==> src/hdl/dtss_pkg.sv <==
package dtss_pkg;
  // clock and timing
  localparam int CLK_PERIOD_NS = 10;
  localparam int CONV_PERIOD_MS = 125;
  localparam int CONV_CYCLES = CONV_PERIOD_MS * 1000000 / CLK_PERIOD_NS;
  localparam int TOUT_MS = 25;
  localparam int TOUT_CYCLES = TOUT_MS * 1000000 / CLK_PERIOD_NS;
  localparam int SYNC_STAGES = 2;

  // slave address
  localparam logic [3:0] ADDR_FIXED = 4'h3;
  localparam logic [6:0] ALERT_RESP_ADDR = 7'h0C;

  // register pointers
  localparam logic [7:0] PTR_CONFIG = 8'h01;
  localparam logic [7:0] PTR_UPPER = 8'h02;
  localparam logic [7:0] PTR_LOWER = 8'h03;
  localparam logic [7:0] PTR_CRIT = 8'h04;
  localparam logic [7:0] PTR_TEMP = 8'h05;
  localparam logic [7:0] PTR_MFR_ID = 8'h06;
  localparam logic [7:0] PTR_DEV_ID = 8'h07;

  // configuration fields
  localparam int CFG_MODE_INT = 0;
  localparam int CFG_POL_HIGH = 1;
  localparam int CFG_CRIT_ONLY = 2;
  localparam int CFG_EVT_EN = 3;
  localparam int CFG_EVT_STAT = 4;
  localparam int CFG_EVT_CLR = 5;
  localparam int CFG_WIN_LOCK = 6;
  localparam int CFG_CRIT_LOCK = 7;
  localparam int CFG_SHDN = 8;
  localparam int CFG_HYS_LO = 9;
  localparam int CFG_TOUT_DIS = 11;
  localparam logic [15:0] CFG_RESET = 16'h0000;
  localparam logic [15:0] LIMIT_RESET = 16'h0000;

  // temperature word layout: value in bits 12..2, flags above
  localparam int TEMP_W = 11;
  localparam int TEMP_LSB = 2;
  localparam int TEMP_MSB = 12;
  localparam int FLAG_CRIT = 15;
  localparam int FLAG_ABOVE = 14;
  localparam int FLAG_BELOW = 13;

  // hysteresis in eighths of a degree
  localparam logic [11:0] HYS_0 = 12'h000;
  localparam logic [11:0] HYS_1P5 = 12'h00C;
  localparam logic [11:0] HYS_3 = 12'h018;
  localparam logic [11:0] HYS_6 = 12'h030;

  // serial slave states
  typedef enum logic [2:0] {
    ST_IDLE = 3'b000,
    ST_ADDR = 3'b001,
    ST_ACK = 3'b010,
    ST_RX = 3'b011,
    ST_TX = 3'b100,
    ST_MACK = 3'b101
  } dtss_state_t;
endpackage : dtss_pkg

==> src/hdl/dtss_sync.sv <==
`timescale 1ns/1ns
`default_nettype none
// two-flop synchroniser for pins from outside the clock domain
module dtss_sync #(
  parameter int W = 1
) (
  // clock and reset
  input wire logic i_ref_clk,
  input wire logic i_rst_n,
  // data
  input wire logic [W-1:0] i_async,
  output logic [W-1:0] o_sync
);
  logic [W-1:0] meta_r;

  // first stage feeds only the second
  always_ff @(posedge i_ref_clk) begin
    if (!i_rst_n) begin
      meta_r <= '0;
      o_sync <= '0;
    end else begin
      meta_r <= i_async;
      o_sync <= meta_r;
    end
  end
endmodule : dtss_sync
`default_nettype wire

==> src/hdl/dtss_top.sv <==
`timescale 1ns/1ns
`default_nettype none
module dtss_top #(
  parameter int CONV_CYCLES = dtss_pkg::CONV_CYCLES,
  parameter int TOUT_CYCLES = dtss_pkg::TOUT_CYCLES,
  parameter logic [15:0] MFR_ID = 16'h1234, // arbitrary value
  parameter logic [15:0] DEV_ID = 16'h5678 // arbitrary value
) (
  // clock and reset
  input wire logic i_ref_clk,
  input wire logic i_rst_n,
  // two-wire bus pins
  input wire logic i_scl,
  input wire logic i_sda,
  output logic o_sda_o,
  output logic o_sda_oe,
  // address select pins
  input wire logic i_addr_select_bit_zero,
  input wire logic i_addr_select_bit_one,
  input wire logic i_addr_select_bit_two,
  // thermal sensing core
  input wire logic [dtss_pkg::TEMP_W-1:0] i_thermal_sensing_core_temp,
  output logic o_conv_tick,
  output logic o_shutdown,
  // alarm pin
  output logic o_event_o,
  output logic o_event_oe
);
  // refuse counts that the counters cannot serve
  if (CONV_CYCLES < 2 || TOUT_CYCLES < 2) begin : g_bad_counts
    $error("dtss_top: counts too small");
  end

  // synchronised pins
  logic [4:0] pins_s;
  logic scl_s, sda_s, scl_d_r, sda_d_r;
  logic [2:0] pin_addr_s;

  dtss_sync #(.W(5)) u_sync (
    .i_ref_clk(i_ref_clk),
    .i_rst_n(i_rst_n),
    .i_async({i_scl, i_sda, i_addr_select_bit_two, i_addr_select_bit_one,
              i_addr_select_bit_zero}),
    .o_sync(pins_s)
  );
  assign scl_s = pins_s[4];
  assign sda_s = pins_s[3];
  assign pin_addr_s = pins_s[2:0];

  // edge and condition detection on the bus
  logic scl_rise, scl_fall, start_cond, stop_cond;
  always_ff @(posedge i_ref_clk) begin
    if (!i_rst_n) begin
      scl_d_r <= 1'b1;
      sda_d_r <= 1'b1;
    end else begin
      scl_d_r <= scl_s;
      sda_d_r <= sda_s;
    end
  end
  assign scl_rise = scl_s & ~scl_d_r;
  assign scl_fall = ~scl_s & scl_d_r;
  assign start_cond = scl_s & scl_d_r & sda_d_r & ~sda_s;
  assign stop_cond = scl_s & scl_d_r & ~sda_d_r & sda_s;

  // registers reached over the bus
  logic [15:0] cfg_r, upper_r, lower_r, crit_r, temp_word;
  logic [7:0] ptr_r;
  logic [10:0] temp_r;
  logic above_r, below_r, crit_flag_r, irq_r, asserted;
  logic wr_stb, clr_evt, ara_clr;
  logic [7:0] wr_msb_r, shift_r;
  logic [15:0] rd_word;

  // conversion tick, eight per second
  logic [31:0] conv_cnt_r;
  always_ff @(posedge i_ref_clk) begin
    if (!i_rst_n) begin
      conv_cnt_r <= '0;
      o_conv_tick <= 1'b0;
    end else if (conv_cnt_r == 32'(CONV_CYCLES - 1)) begin
      conv_cnt_r <= '0;
      o_conv_tick <= ~cfg_r[dtss_pkg::CFG_SHDN];
    end else begin
      conv_cnt_r <= conv_cnt_r + 32'h0000_0001;
      o_conv_tick <= 1'b0;
    end
  end

  // latch each new result, frozen in shutdown
  always_ff @(posedge i_ref_clk) begin
    if (!i_rst_n) begin
      temp_r <= '0;
      o_shutdown <= 1'b0;
    end else begin
      o_shutdown <= cfg_r[dtss_pkg::CFG_SHDN];
      if (o_conv_tick) begin
        temp_r <= i_thermal_sensing_core_temp;
      end
    end
  end

  // threshold comparisons with hysteresis
  logic [11:0] hys, t12, up12, lo12, cr12;
  always_comb begin
    unique case (cfg_r[dtss_pkg::CFG_HYS_LO +: 2])
      2'b00: hys = dtss_pkg::HYS_0;
      2'b01: hys = dtss_pkg::HYS_1P5;
      2'b10: hys = dtss_pkg::HYS_3;
      2'b11: hys = dtss_pkg::HYS_6;
    endcase
  end
  assign t12 = {temp_r[10], temp_r};
  assign up12 = {upper_r[dtss_pkg::TEMP_MSB], upper_r[dtss_pkg::TEMP_MSB:dtss_pkg::TEMP_LSB]};
  assign lo12 = {lower_r[dtss_pkg::TEMP_MSB], lower_r[dtss_pkg::TEMP_MSB:dtss_pkg::TEMP_LSB]};
  assign cr12 = {crit_r[dtss_pkg::TEMP_MSB], crit_r[dtss_pkg::TEMP_MSB:dtss_pkg::TEMP_LSB]};

  // window and critical flags
  always_ff @(posedge i_ref_clk) begin
    if (!i_rst_n) begin
      above_r <= 1'b0;
      below_r <= 1'b0;
      crit_flag_r <= 1'b0;
    end else begin
      above_r <= above_r ? ($signed(t12) > $signed(up12 - hys))
                         : ($signed(t12) > $signed(up12));
      below_r <= below_r ? ($signed(t12) < $signed(lo12 + hys))
                         : ($signed(t12) < $signed(lo12));
      crit_flag_r <= crit_flag_r ? ($signed(t12) >= $signed(cr12 - hys))
                                 : ($signed(t12) >= $signed(cr12));
    end
  end

  // latched interrupt: window crossings set it, clear or alert response
  logic above_d_r, below_d_r;
  always_ff @(posedge i_ref_clk) begin
    if (!i_rst_n) begin
      irq_r <= 1'b0;
      above_d_r <= 1'b0;
      below_d_r <= 1'b0;
    end else begin
      above_d_r <= above_r;
      below_d_r <= below_r;
      if ((above_r ^ above_d_r) | (below_r ^ below_d_r)) begin
        irq_r <= 1'b1; // set wins over clear
      end else if (clr_evt | ara_clr) begin
        irq_r <= 1'b0;
      end
    end
  end

  // critical forces comparator behaviour
  always_comb begin
    if (cfg_r[dtss_pkg::CFG_CRIT_ONLY]) begin
      asserted = crit_flag_r;
    end else if (cfg_r[dtss_pkg::CFG_MODE_INT]) begin
      asserted = crit_flag_r | irq_r;
    end else begin
      asserted = crit_flag_r | above_r | below_r;
    end
  end

  // open-drain alarm pin; released while disabled
  always_ff @(posedge i_ref_clk) begin
    if (!i_rst_n) begin
      o_event_o <= 1'b0;
      o_event_oe <= 1'b0;
    end else begin
      o_event_o <= 1'b0;
      o_event_oe <= cfg_r[dtss_pkg::CFG_EVT_EN]
                    & (asserted ^ cfg_r[dtss_pkg::CFG_POL_HIGH]);
    end
  end

  // read mux
  assign temp_word = {crit_flag_r, above_r, below_r, temp_r, 2'b00};
  always_comb begin
    unique case (ptr_r)
      dtss_pkg::PTR_CONFIG: begin
        rd_word = cfg_r;
        rd_word[dtss_pkg::CFG_EVT_STAT] = asserted;
      end
      dtss_pkg::PTR_UPPER: rd_word = upper_r;
      dtss_pkg::PTR_LOWER: rd_word = lower_r;
      dtss_pkg::PTR_CRIT: rd_word = crit_r;
      dtss_pkg::PTR_TEMP: rd_word = temp_word;
      dtss_pkg::PTR_MFR_ID: rd_word = MFR_ID;
      dtss_pkg::PTR_DEV_ID: rd_word = DEV_ID;
      default: rd_word = 16'h0000;
    endcase
  end

  // register writes; locks and enable guard
  logic [15:0] wdata;
  assign wdata = {wr_msb_r, shift_r};
  assign clr_evt = wr_stb & (ptr_r == dtss_pkg::PTR_CONFIG) & wdata[dtss_pkg::CFG_EVT_CLR];
  always_ff @(posedge i_ref_clk) begin
    if (!i_rst_n) begin
      cfg_r <= dtss_pkg::CFG_RESET;
      upper_r <= dtss_pkg::LIMIT_RESET;
      lower_r <= dtss_pkg::LIMIT_RESET;
      crit_r <= dtss_pkg::LIMIT_RESET;
    end else if (wr_stb) begin
      unique case (ptr_r)
        dtss_pkg::PTR_CONFIG: begin
          cfg_r <= wdata;
          cfg_r[dtss_pkg::CFG_EVT_STAT] <= 1'b0;
          cfg_r[dtss_pkg::CFG_EVT_CLR] <= 1'b0;
          cfg_r[dtss_pkg::CFG_WIN_LOCK] <= cfg_r[dtss_pkg::CFG_WIN_LOCK]
                                           | wdata[dtss_pkg::CFG_WIN_LOCK];
          cfg_r[dtss_pkg::CFG_CRIT_LOCK] <= cfg_r[dtss_pkg::CFG_CRIT_LOCK]
                                            | wdata[dtss_pkg::CFG_CRIT_LOCK];
          if (cfg_r[dtss_pkg::CFG_EVT_EN] & wdata[dtss_pkg::CFG_EVT_EN]) begin
            cfg_r[dtss_pkg::CFG_MODE_INT] <= cfg_r[dtss_pkg::CFG_MODE_INT];
            cfg_r[dtss_pkg::CFG_CRIT_ONLY] <= cfg_r[dtss_pkg::CFG_CRIT_ONLY];
          end
        end
        dtss_pkg::PTR_UPPER: begin
          if (!cfg_r[dtss_pkg::CFG_WIN_LOCK]) upper_r <= wdata;
        end
        dtss_pkg::PTR_LOWER: begin
          if (!cfg_r[dtss_pkg::CFG_WIN_LOCK]) lower_r <= wdata;
        end
        dtss_pkg::PTR_CRIT: begin
          if (!cfg_r[dtss_pkg::CFG_CRIT_LOCK]) crit_r <= wdata;
        end
        default: ;
      endcase
    end
  end

  // serial slave state machine
  dtss_pkg::dtss_state_t state_r;
  logic [3:0] bit_cnt_r;
  logic [1:0] byte_cnt_r;
  logic [2:0] addr_pins_r;
  logic rw_r, ara_r, byte_hi_r, mack_r, sda_drv_r;
  logic [31:0] tout_cnt_r;
  logic timeout;

  // bus timeout while clock is held low mid-transfer
  always_ff @(posedge i_ref_clk) begin
    if (!i_rst_n) begin
      tout_cnt_r <= '0;
    end else if (scl_s || state_r == dtss_pkg::ST_IDLE) begin
      tout_cnt_r <= '0;
    end else if (!timeout) begin
      tout_cnt_r <= tout_cnt_r + 32'h0000_0001;
    end
  end
  assign timeout = ~cfg_r[dtss_pkg::CFG_TOUT_DIS]
                   & (tout_cnt_r == 32'(TOUT_CYCLES - 1));

  always_ff @(posedge i_ref_clk) begin
    if (!i_rst_n) begin
      state_r <= dtss_pkg::ST_IDLE;
      bit_cnt_r <= '0;
      byte_cnt_r <= '0;
      shift_r <= '0;
      wr_msb_r <= '0;
      ptr_r <= '0;
      addr_pins_r <= '0;
      rw_r <= 1'b0;
      ara_r <= 1'b0;
      byte_hi_r <= 1'b0;
      mack_r <= 1'b0;
      sda_drv_r <= 1'b0;
      wr_stb <= 1'b0;
      ara_clr <= 1'b0;
    end else begin
      wr_stb <= 1'b0;
      ara_clr <= 1'b0;
      if (timeout || stop_cond) begin
        state_r <= dtss_pkg::ST_IDLE;
        sda_drv_r <= 1'b0;
      end else if (start_cond) begin
        state_r <= dtss_pkg::ST_ADDR;
        bit_cnt_r <= '0;
        sda_drv_r <= 1'b0;
        addr_pins_r <= pin_addr_s;
      end else begin
        unique case (state_r)
          dtss_pkg::ST_IDLE: sda_drv_r <= 1'b0;
          dtss_pkg::ST_ADDR, dtss_pkg::ST_RX: begin
            if (scl_rise && bit_cnt_r < 4'h8) begin
              shift_r <= {shift_r[6:0], sda_s};
              bit_cnt_r <= bit_cnt_r + 4'h1;
            end else if (scl_fall && bit_cnt_r == 4'h8) begin
              if (state_r == dtss_pkg::ST_ADDR) begin
                if (shift_r[7:1] == {dtss_pkg::ADDR_FIXED, addr_pins_r}) begin
                  sda_drv_r <= 1'b1;
                  state_r <= dtss_pkg::ST_ACK;
                  rw_r <= shift_r[0];
                  ara_r <= 1'b0;
                  byte_cnt_r <= '0;
                  byte_hi_r <= 1'b1;
                end else if (shift_r == {dtss_pkg::ALERT_RESP_ADDR, 1'b1}
                             && asserted && !crit_flag_r) begin
                  sda_drv_r <= 1'b1;
                  state_r <= dtss_pkg::ST_ACK;
                  rw_r <= 1'b1;
                  ara_r <= 1'b1;
                end else begin
                  state_r <= dtss_pkg::ST_IDLE;
                end
              end else begin
                sda_drv_r <= 1'b1;
                state_r <= dtss_pkg::ST_ACK;
                if (byte_cnt_r == 2'd0) begin
                  ptr_r <= shift_r;
                  byte_cnt_r <= 2'd1;
                end else if (byte_cnt_r == 2'd1) begin
                  wr_msb_r <= shift_r;
                  byte_cnt_r <= 2'd2;
                end else begin
                  wr_stb <= 1'b1;
                  byte_cnt_r <= 2'd1;
                end
              end
            end
          end
          dtss_pkg::ST_ACK: begin
            if (scl_fall) begin
              bit_cnt_r <= '0;
              if (rw_r) begin
                state_r <= dtss_pkg::ST_TX;
                if (ara_r) begin
                  shift_r <= {dtss_pkg::ADDR_FIXED, addr_pins_r, 1'b0};
                  sda_drv_r <= ~dtss_pkg::ADDR_FIXED[3];
                  ara_clr <= 1'b1;
                end else begin
                  shift_r <= rd_word[15:8];
                  sda_drv_r <= ~rd_word[15];
                  byte_hi_r <= 1'b0;
                end
              end else begin
                state_r <= dtss_pkg::ST_RX;
                sda_drv_r <= 1'b0;
              end
            end
          end
          dtss_pkg::ST_TX: begin
            if (scl_fall) begin
              if (bit_cnt_r == 4'h7) begin
                sda_drv_r <= 1'b0;
                state_r <= dtss_pkg::ST_MACK;
              end else begin
                shift_r <= {shift_r[6:0], 1'b0};
                sda_drv_r <= ~shift_r[6];
                bit_cnt_r <= bit_cnt_r + 4'h1;
              end
            end
          end
          dtss_pkg::ST_MACK: begin
            if (scl_rise) begin
              mack_r <= ~sda_s;
            end else if (scl_fall) begin
              if (mack_r && !ara_r) begin
                state_r <= dtss_pkg::ST_TX;
                bit_cnt_r <= '0;
                shift_r <= byte_hi_r ? rd_word[15:8] : rd_word[7:0];
                sda_drv_r <= byte_hi_r ? ~rd_word[15] : ~rd_word[7];
                byte_hi_r <= ~byte_hi_r;
              end else begin
                state_r <= dtss_pkg::ST_IDLE;
              end
            end
          end
          default: state_r <= dtss_pkg::ST_IDLE;
        endcase
      end
    end
  end

  // data pin: pull low or release only
  always_ff @(posedge i_ref_clk) begin
    if (!i_rst_n) begin
      o_sda_o <= 1'b0;
      o_sda_oe <= 1'b0;
    end else begin
      o_sda_o <= 1'b0;
      o_sda_oe <= sda_drv_r;
    end
  end
endmodule : dtss_top
`default_nettype wire

==> config.mk <==
export PLATFORM = sky130hd
export DESIGN_NAME = dtss_top
export DESIGN_NICKNAME = d
export VERILOG_FILES = /design/src/hdl/dtss_pkg.sv /design/src/hdl/dtss_sync.sv /design/src/hdl/dtss_top.sv
export SDC_FILE = /design/constraint.sdc
export NUM_CORES = 1
export LEC_CHECK = 0
export BUFFER_PORTS_ARGS = -buffer_cell sky130_fd_sc_hd__clkbuf_2
export CAP_MARGIN = 20
export CORE_MARGIN = 10
export CORE_UTILIZATION = 54
export DETAILED_ROUTE_END_ITERATION = 7
export GPL_ROUTABILITY_DRIVEN = 0
export PLACE_DENSITY = 0.72
export SLEW_MARGIN = 10
export SYNTH_ARGS = -nofsm -noshare
export SYNTH_HDL_FRONTEND = slang
export SYNTH_SLANG_ARGS = --single-unit
==> constraint.sdc <==
create_clock -name i_ref_clk -period 4.3 [get_ports i_ref_clk]
set_input_delay 0.215 -clock i_ref_clk [delete_from_list [all_inputs] [get_ports i_ref_clk]]
set_output_delay 0.215 -clock i_ref_clk [all_outputs]
set_load 0.03 [all_outputs]
Word level (Yosys, flattened, before mapping):

Index checks and enable logic that the tools add are counted.

* $add $sub $neg: 6
* magnitude comparators: 7
* equal/unequal tests: 49
* mux-type cells: 77
* bitwise logic cells: 47
* reductions and logical operators: 43

Operator list (number)
* $pmux W16 S7: 1
* $mux W8: 10
* $add A32 B1 Y32 const B: 2
* $pmux W12 S4: 1
* $mux W1: 36
* $eq A32 B22 Y1 const B: 1
* $eq A32 B24 Y1 const B: 1
* $eq A8 B3 Y1 const B: 4
* $mux W4: 8
* $pmux W8 S4: 1
* $mux W3: 10
* $ne A2 B2 Y1 const B: 15
* $ne A3 B3 Y1 const B: 10
* $not A1 Y1: 25
* $reduce_and A8 Y1: 3
* $sub A12 B12 Y12: 2
* $reduce_and A9 Y1: 2
* $eq A8 B2 Y1 const B: 2
* $pmux W4 S4: 1
* $pmux W3 S5: 1
* $reduce_and A7 Y1: 2
* $reduce_and A13 Y1: 1
* $add A12 B12 Y12: 1
* $and A1 B1 Y1: 12
* 43 further kinds: 77

* register bits: 202

Logic depth before layout (Yosys ltp):

* word-level depth: 13
* gate-level depth with buffers: 18
* depth with buffers taken out: 18

Modules after synthesis:

Synthesis repeated with hierarchy kept, for this count alone.

* cells, all modules: 1347
* area, all modules: 11421.0 um^2

Modules (own cells, without submodules)
* dtss_top: instances 1, cells an instance 1327, area each 11158.2 um^2, seq. area each 3843.7 um^2
* dtss_sync: instances 1, cells an instance 20, area each 262.8 um^2, seq. area each 200.2 um^2

Least setup slack after synthesis:

No wires, ideal clock.

* kind: register -> register
* start: register cfg_r[9]
* end: register crit_flag_r
* setup time: 135 ps
* arrival time: 3235 ps
* required time: 4165 ps
* path slack: 930 ps
* stages on the path, launching flop included: 16
* buffers on the path: 0
* period minus slack after synthesis: 3370 ps
* cells stage by stage: dfxtp_1 > inv_1 > ha_1 > ha_1 > a21o_1 > a21o_1 > a211oi_1 > xnor2_1 > ha_1 > nand3_1 > nor2_1 > a2111oi_0 > o31ai_1 > a21oi_1 > o211a_1 > o22ai_1

* longest elaborated chain between the ends: 5
* elaborated cells on any way between the ends: 8
* those cells by class: add/sub (1); order compare (1); eq/ne (3); mux (2); reduce/logical (1)

RTL lines
* start, declared: line dtss_top.sv:67 `logic [15:0] cfg_r, upper_r, lower_r, crit_r, temp_word;`
* start signal, assigned: line dtss_top.sv:199 `cfg_r <= dtss_pkg::CFG_RESET;`
* start signal, assigned: line dtss_top.sv:206 `cfg_r <= wdata;`
* start signal, assigned by index: line dtss_top.sv:209 `cfg_r[dtss_pkg::CFG_WIN_LOCK] <= cfg_r[dtss_pkg::CFG_WIN_LOCK]`
* $eq A2 B2 Y1, or another cell as far along: line dtss_top.sv:106 `unique case (cfg_r[dtss_pkg::CFG_HYS_LO +: 2])`
* $pmux W12 S4 *: line dtss_top.sv:106
* $sub A12 B12 Y12 *: line dtss_top.sv:129 `crit_flag_r <= crit_flag_r ? ($signed(t12) >= $signed(cr12 - hys))`
* $ge A11 B12 Y1 *: line dtss_top.sv:129
* $mux W1 *: line dtss_top.sv:129
* end signal, assigned: line dtss_top.sv:129
* end, declared: line dtss_top.sv:70 `logic above_r, below_r, crit_flag_r, irq_r, asserted;`

Every way passes the cells marked *; elsewhere a longest branch is shown, timed or not. The select of a mux whose other input is x is not followed.
A chain may end at the register's enable or synchronous reset.

Worst setup path in the final report:

Same ends and word-level chain as after synthesis.

==> impl_metrics.toml <==
[power_and_ir_drop]
finalPower_mw = 4.08
vdd_drop_max_mv = 0.317
p_leak_nw = 4.45
p_per_area_mw_per_mm2 = 326

[setup_path]
worst-r2r-setup-slack_ps = 490
critPathMaxFanout = 6
crit_chain = "inv_1 > ha_1 > ha_1 > a21o_1 > a21o_1 > a211oi_1 > xnor2_1 > ha_1 > nand3_1 > nor2_1 > a2111oi_0 > o31ai_1 > a21oi_1 > o211a_1 > o22ai_1"
cp_common_cell = "ha_1"
startpoint_type = "flip-flop"
r2r_start = "cfg_r[9]"
critPathTopFamily = "compound AO/OA/AOI/OAI gates"
slowest_stage = "a211oi_1"
worst-path-stages = 15
crit_required_ps = 4680
r2r-end = "crit_flag_r"
slowest_delay_ps = 520
critical_path_buf_inv_count = 1
startpoint = "cfg_r[9]"
crit_type = "reg2reg"
critPathCapture = "crit_flag_r"
rr_worst_depth = 15
arrival_ps = 4190
end_kind = "flip-flop"

[detailed_routing]
avgViaCountPerCell = 5.92
wire_per_inst_um = 17.4
drtIter0Drc = 845
drt_wl_total_um = 29400
via_count = 10000
drtAntennaViolNets = 0
drt_first_pass_iters = 6
drc = 0

[floorplan]
die_h_um = 164
design.die.area_mm2 = 0.0270
fp.coreArea_mm2 = 0.0204
num_rows = 52
die_x_um = 164
initial_core_util = 0.553
ios = 24

[clock_tree]
cts_tree = "built"
ctsResizeCount = 0
h-tree-depth = 1
cts.clk_slew.worst_paths_ps = 60
ctsLongestPathBuffers = 3
post-cts-setup-buffer-count = 0
clkSinkCount = 202
cts_root_buf = "clkbuf_16"
numCtsBuffers = 24
clkLatencyLatePin_ps = 520

[global_routing]
first_global_vias = 9470
grt_antenna_before_repair = 0
grt_pass1_wl_um = 48200
grt-ovfl-total = 0
grt_usage = 0.215
grt_max_degree = 83

[final_layout]
register_area_mm2 = 0.00404
drive_gt1_frac = 0.0662
syn_to_final_growth_pct = 11.0
multiInputGateArea_mm2 = 0.00668
antennaDiodeCount = 0
nets = 1504
final.fill_count = 1747

[sta]
post-route-min-period_ps = 3810
period_share = 0.885
drv_slew = 0
finClkSkew_ps = 8.27
rsz0062_at_grt = "no"
tns_ps = 0
slew_headroom = 0.247
worst_slew_pin_slew_ps = 1120
hold_viol = 0
setup_viol = 0
fmax_ghz = 0.263

[logic_synthesis]
synth_cells = 1397
yosysUniqueCellTypes = 73
yosysSeqAreaShare = 0.359
synth_mux_area_frac = 0.0351
synth_area_leaders = "dfxtp_1 (36%), ha_1 (9.0%), nand2_1 (6.7%)"
synth_compound_area_frac = 0.159
synth_adder_area_share = 0.0954
synth-xor-area-share = 0.0591
synth_simple_gate_area_frac = 0.245
yosys_warnings = 0
async_flop_share = 0
synth.top_cell.area_share = 0.359
synth.most_common_cell = "dfxtp_1"
avgSynthCellArea_um2 = 8.06
synth_commonest_cells = "dfxtp_1 (202), nand2_1 (200), nor2_1 (145)"
synth_top_family_by_area = "simple AND/OR/NAND/NOR gates"
netlist_area_mm2 = 0.0113
synth_edf_count = 0
synthFlopType = "dfxtp_1"
synth-seq-cells = 202
yosys.area.top_type = "dfxtp_1"

[job]
max_cap_viol_count = 0

[worst_hold_path]
hold_path.class = "in2reg"

[placement]
post-dp-hpwl_um = 20400
io_buffers = 21

[run_status]
status = "finished, final reports clean"
-- report_power, final --
part | total (mW) | switching [mW] | leakage, nW | internal, mW
combinational | 0.0843 | 0.0515 | 2.42 | 0.0328
sequential | 1.90 | 0.0130 | 1.63 | 1.88
clock | 2.10 | 0.804 | 0.402 | 1.29
-- sequential cells by signal, indices dropped and copies added (netlist names), 11 cells and up --
name	cells
conv_cnt_r	32
upper_r	16
lower_r	16
tout_cnt_r	32
temp_r	11
crit_r	16
cfg_r	14
-- worst min path at each step --
stage	startpoint	slack [ps]	end	cells past startpoint
after floorplan	i_rst_n	310	scl_d_r	1
after global placement	u_sync.meta_r[2]	410	u_sync.o_sync[2]	1
after detailed placement	u_sync.meta_r[0]	420	u_sync.o_sync[0]	1
after CTS	i_rst_n	180	sda_d_r	3
after global routing	i_rst_n	220	sda_d_r	3
final	i_rst_n	200	sda_d_r	3
-- layout make-up --
cell class / instances / area share
multi-input cells: 1067 / 0.535
repair buffers: 48 / 0.0301
clock inverters: 14 / 0.0124
well taps: 270 / 0.0270
flip-flops and latches: 202 / 0.324
clock buffers: 30 / 0.0540
inverters: 59 / 0.0178
-- routing by layer --
layer / up-vias / track usage / wire length [µm]
met3: 75 / 0.0321 / 2260
li1: 4897 / - / -
met1: 4660 / 0.290 / 13200
met2: 375 / 0.342 / 12900
met5: - / 0 / 0
met4: 0 / 0.0769 / 1040
-- layout by cell type (no fill, tap or decap), types with 5 or more instances in the layout --
master,n
dlygate4sd3_1,16
clkinv_2,8
a221oi_1,11
buf_4,9
nand2b_1,19
inv_1,58
and4_1,7
and3_1,19
nor2b_1,14
a2111oi_0,6
nand3_1,54
and2_1,18
o22ai_1,8
clkbuf_2,21
nor4_1,9
a31oi_1,13
or3_1,16
a21oi_1,134
a21o_1,18
ha_1,81
nand2_1,200
nor4b_1,5
dfxtp_1,202
o21ai_0,48
nor3_1,25
a22oi_1,10
clkbuf_16,25
nand4_1,14
xor2_1,41
nor2_1,145
xnor2_1,35
a211oi_1,8
mux2i_1,35
-- kinds of logic after synthesis --
family	after synthesis
buf+inv	129
compound gates	294
mux	39
flops	202
fa+ha+maj	84
simple gates	572
other cells	1
xor+xnor	76
-- stage by stage --
| step | cell area, µm² | setup WS, ps | cells | utilization | hold WS, ps |
|---|---|---|---|---|---|
| floorplan | 11300 | 930 | 1398 | - | 305 |
| global placement | 11500 | 699 | 1628 | 0.563 | 415 |
| detailed placement | 11500 | 573 | 1628 | 0.563 | 419 |
| CTS | 12400 | 534 | 1688 | 0.611 | 182 |
| global route | 12500 | 171 | 1690 | 0.613 | 219 |
| finish | 12500 | 493 | 1690 | 0.613 | 202 |
-- worst register-to-register path, delay by kind of cell, from the launching register on --
family / cells / cell delay [ps]
flip-flops: 1 / 410
AO/OA/AOI/OAI: 8 / 1820
AND/OR/NAND/NOR: 2 / 160
adder cells (fa/ha/maj): 3 / 1030
buffers and inverters: 1 / 70
XOR/XNOR: 1 / 190
-- repair_timing --
item,4_1_cts,5_1_grt
hold buffers,16,0
endpoints found under the setup margin,0,0
hold endpoints to repair,16,0
Note: power is estimated with default switching activity, not from simulation.
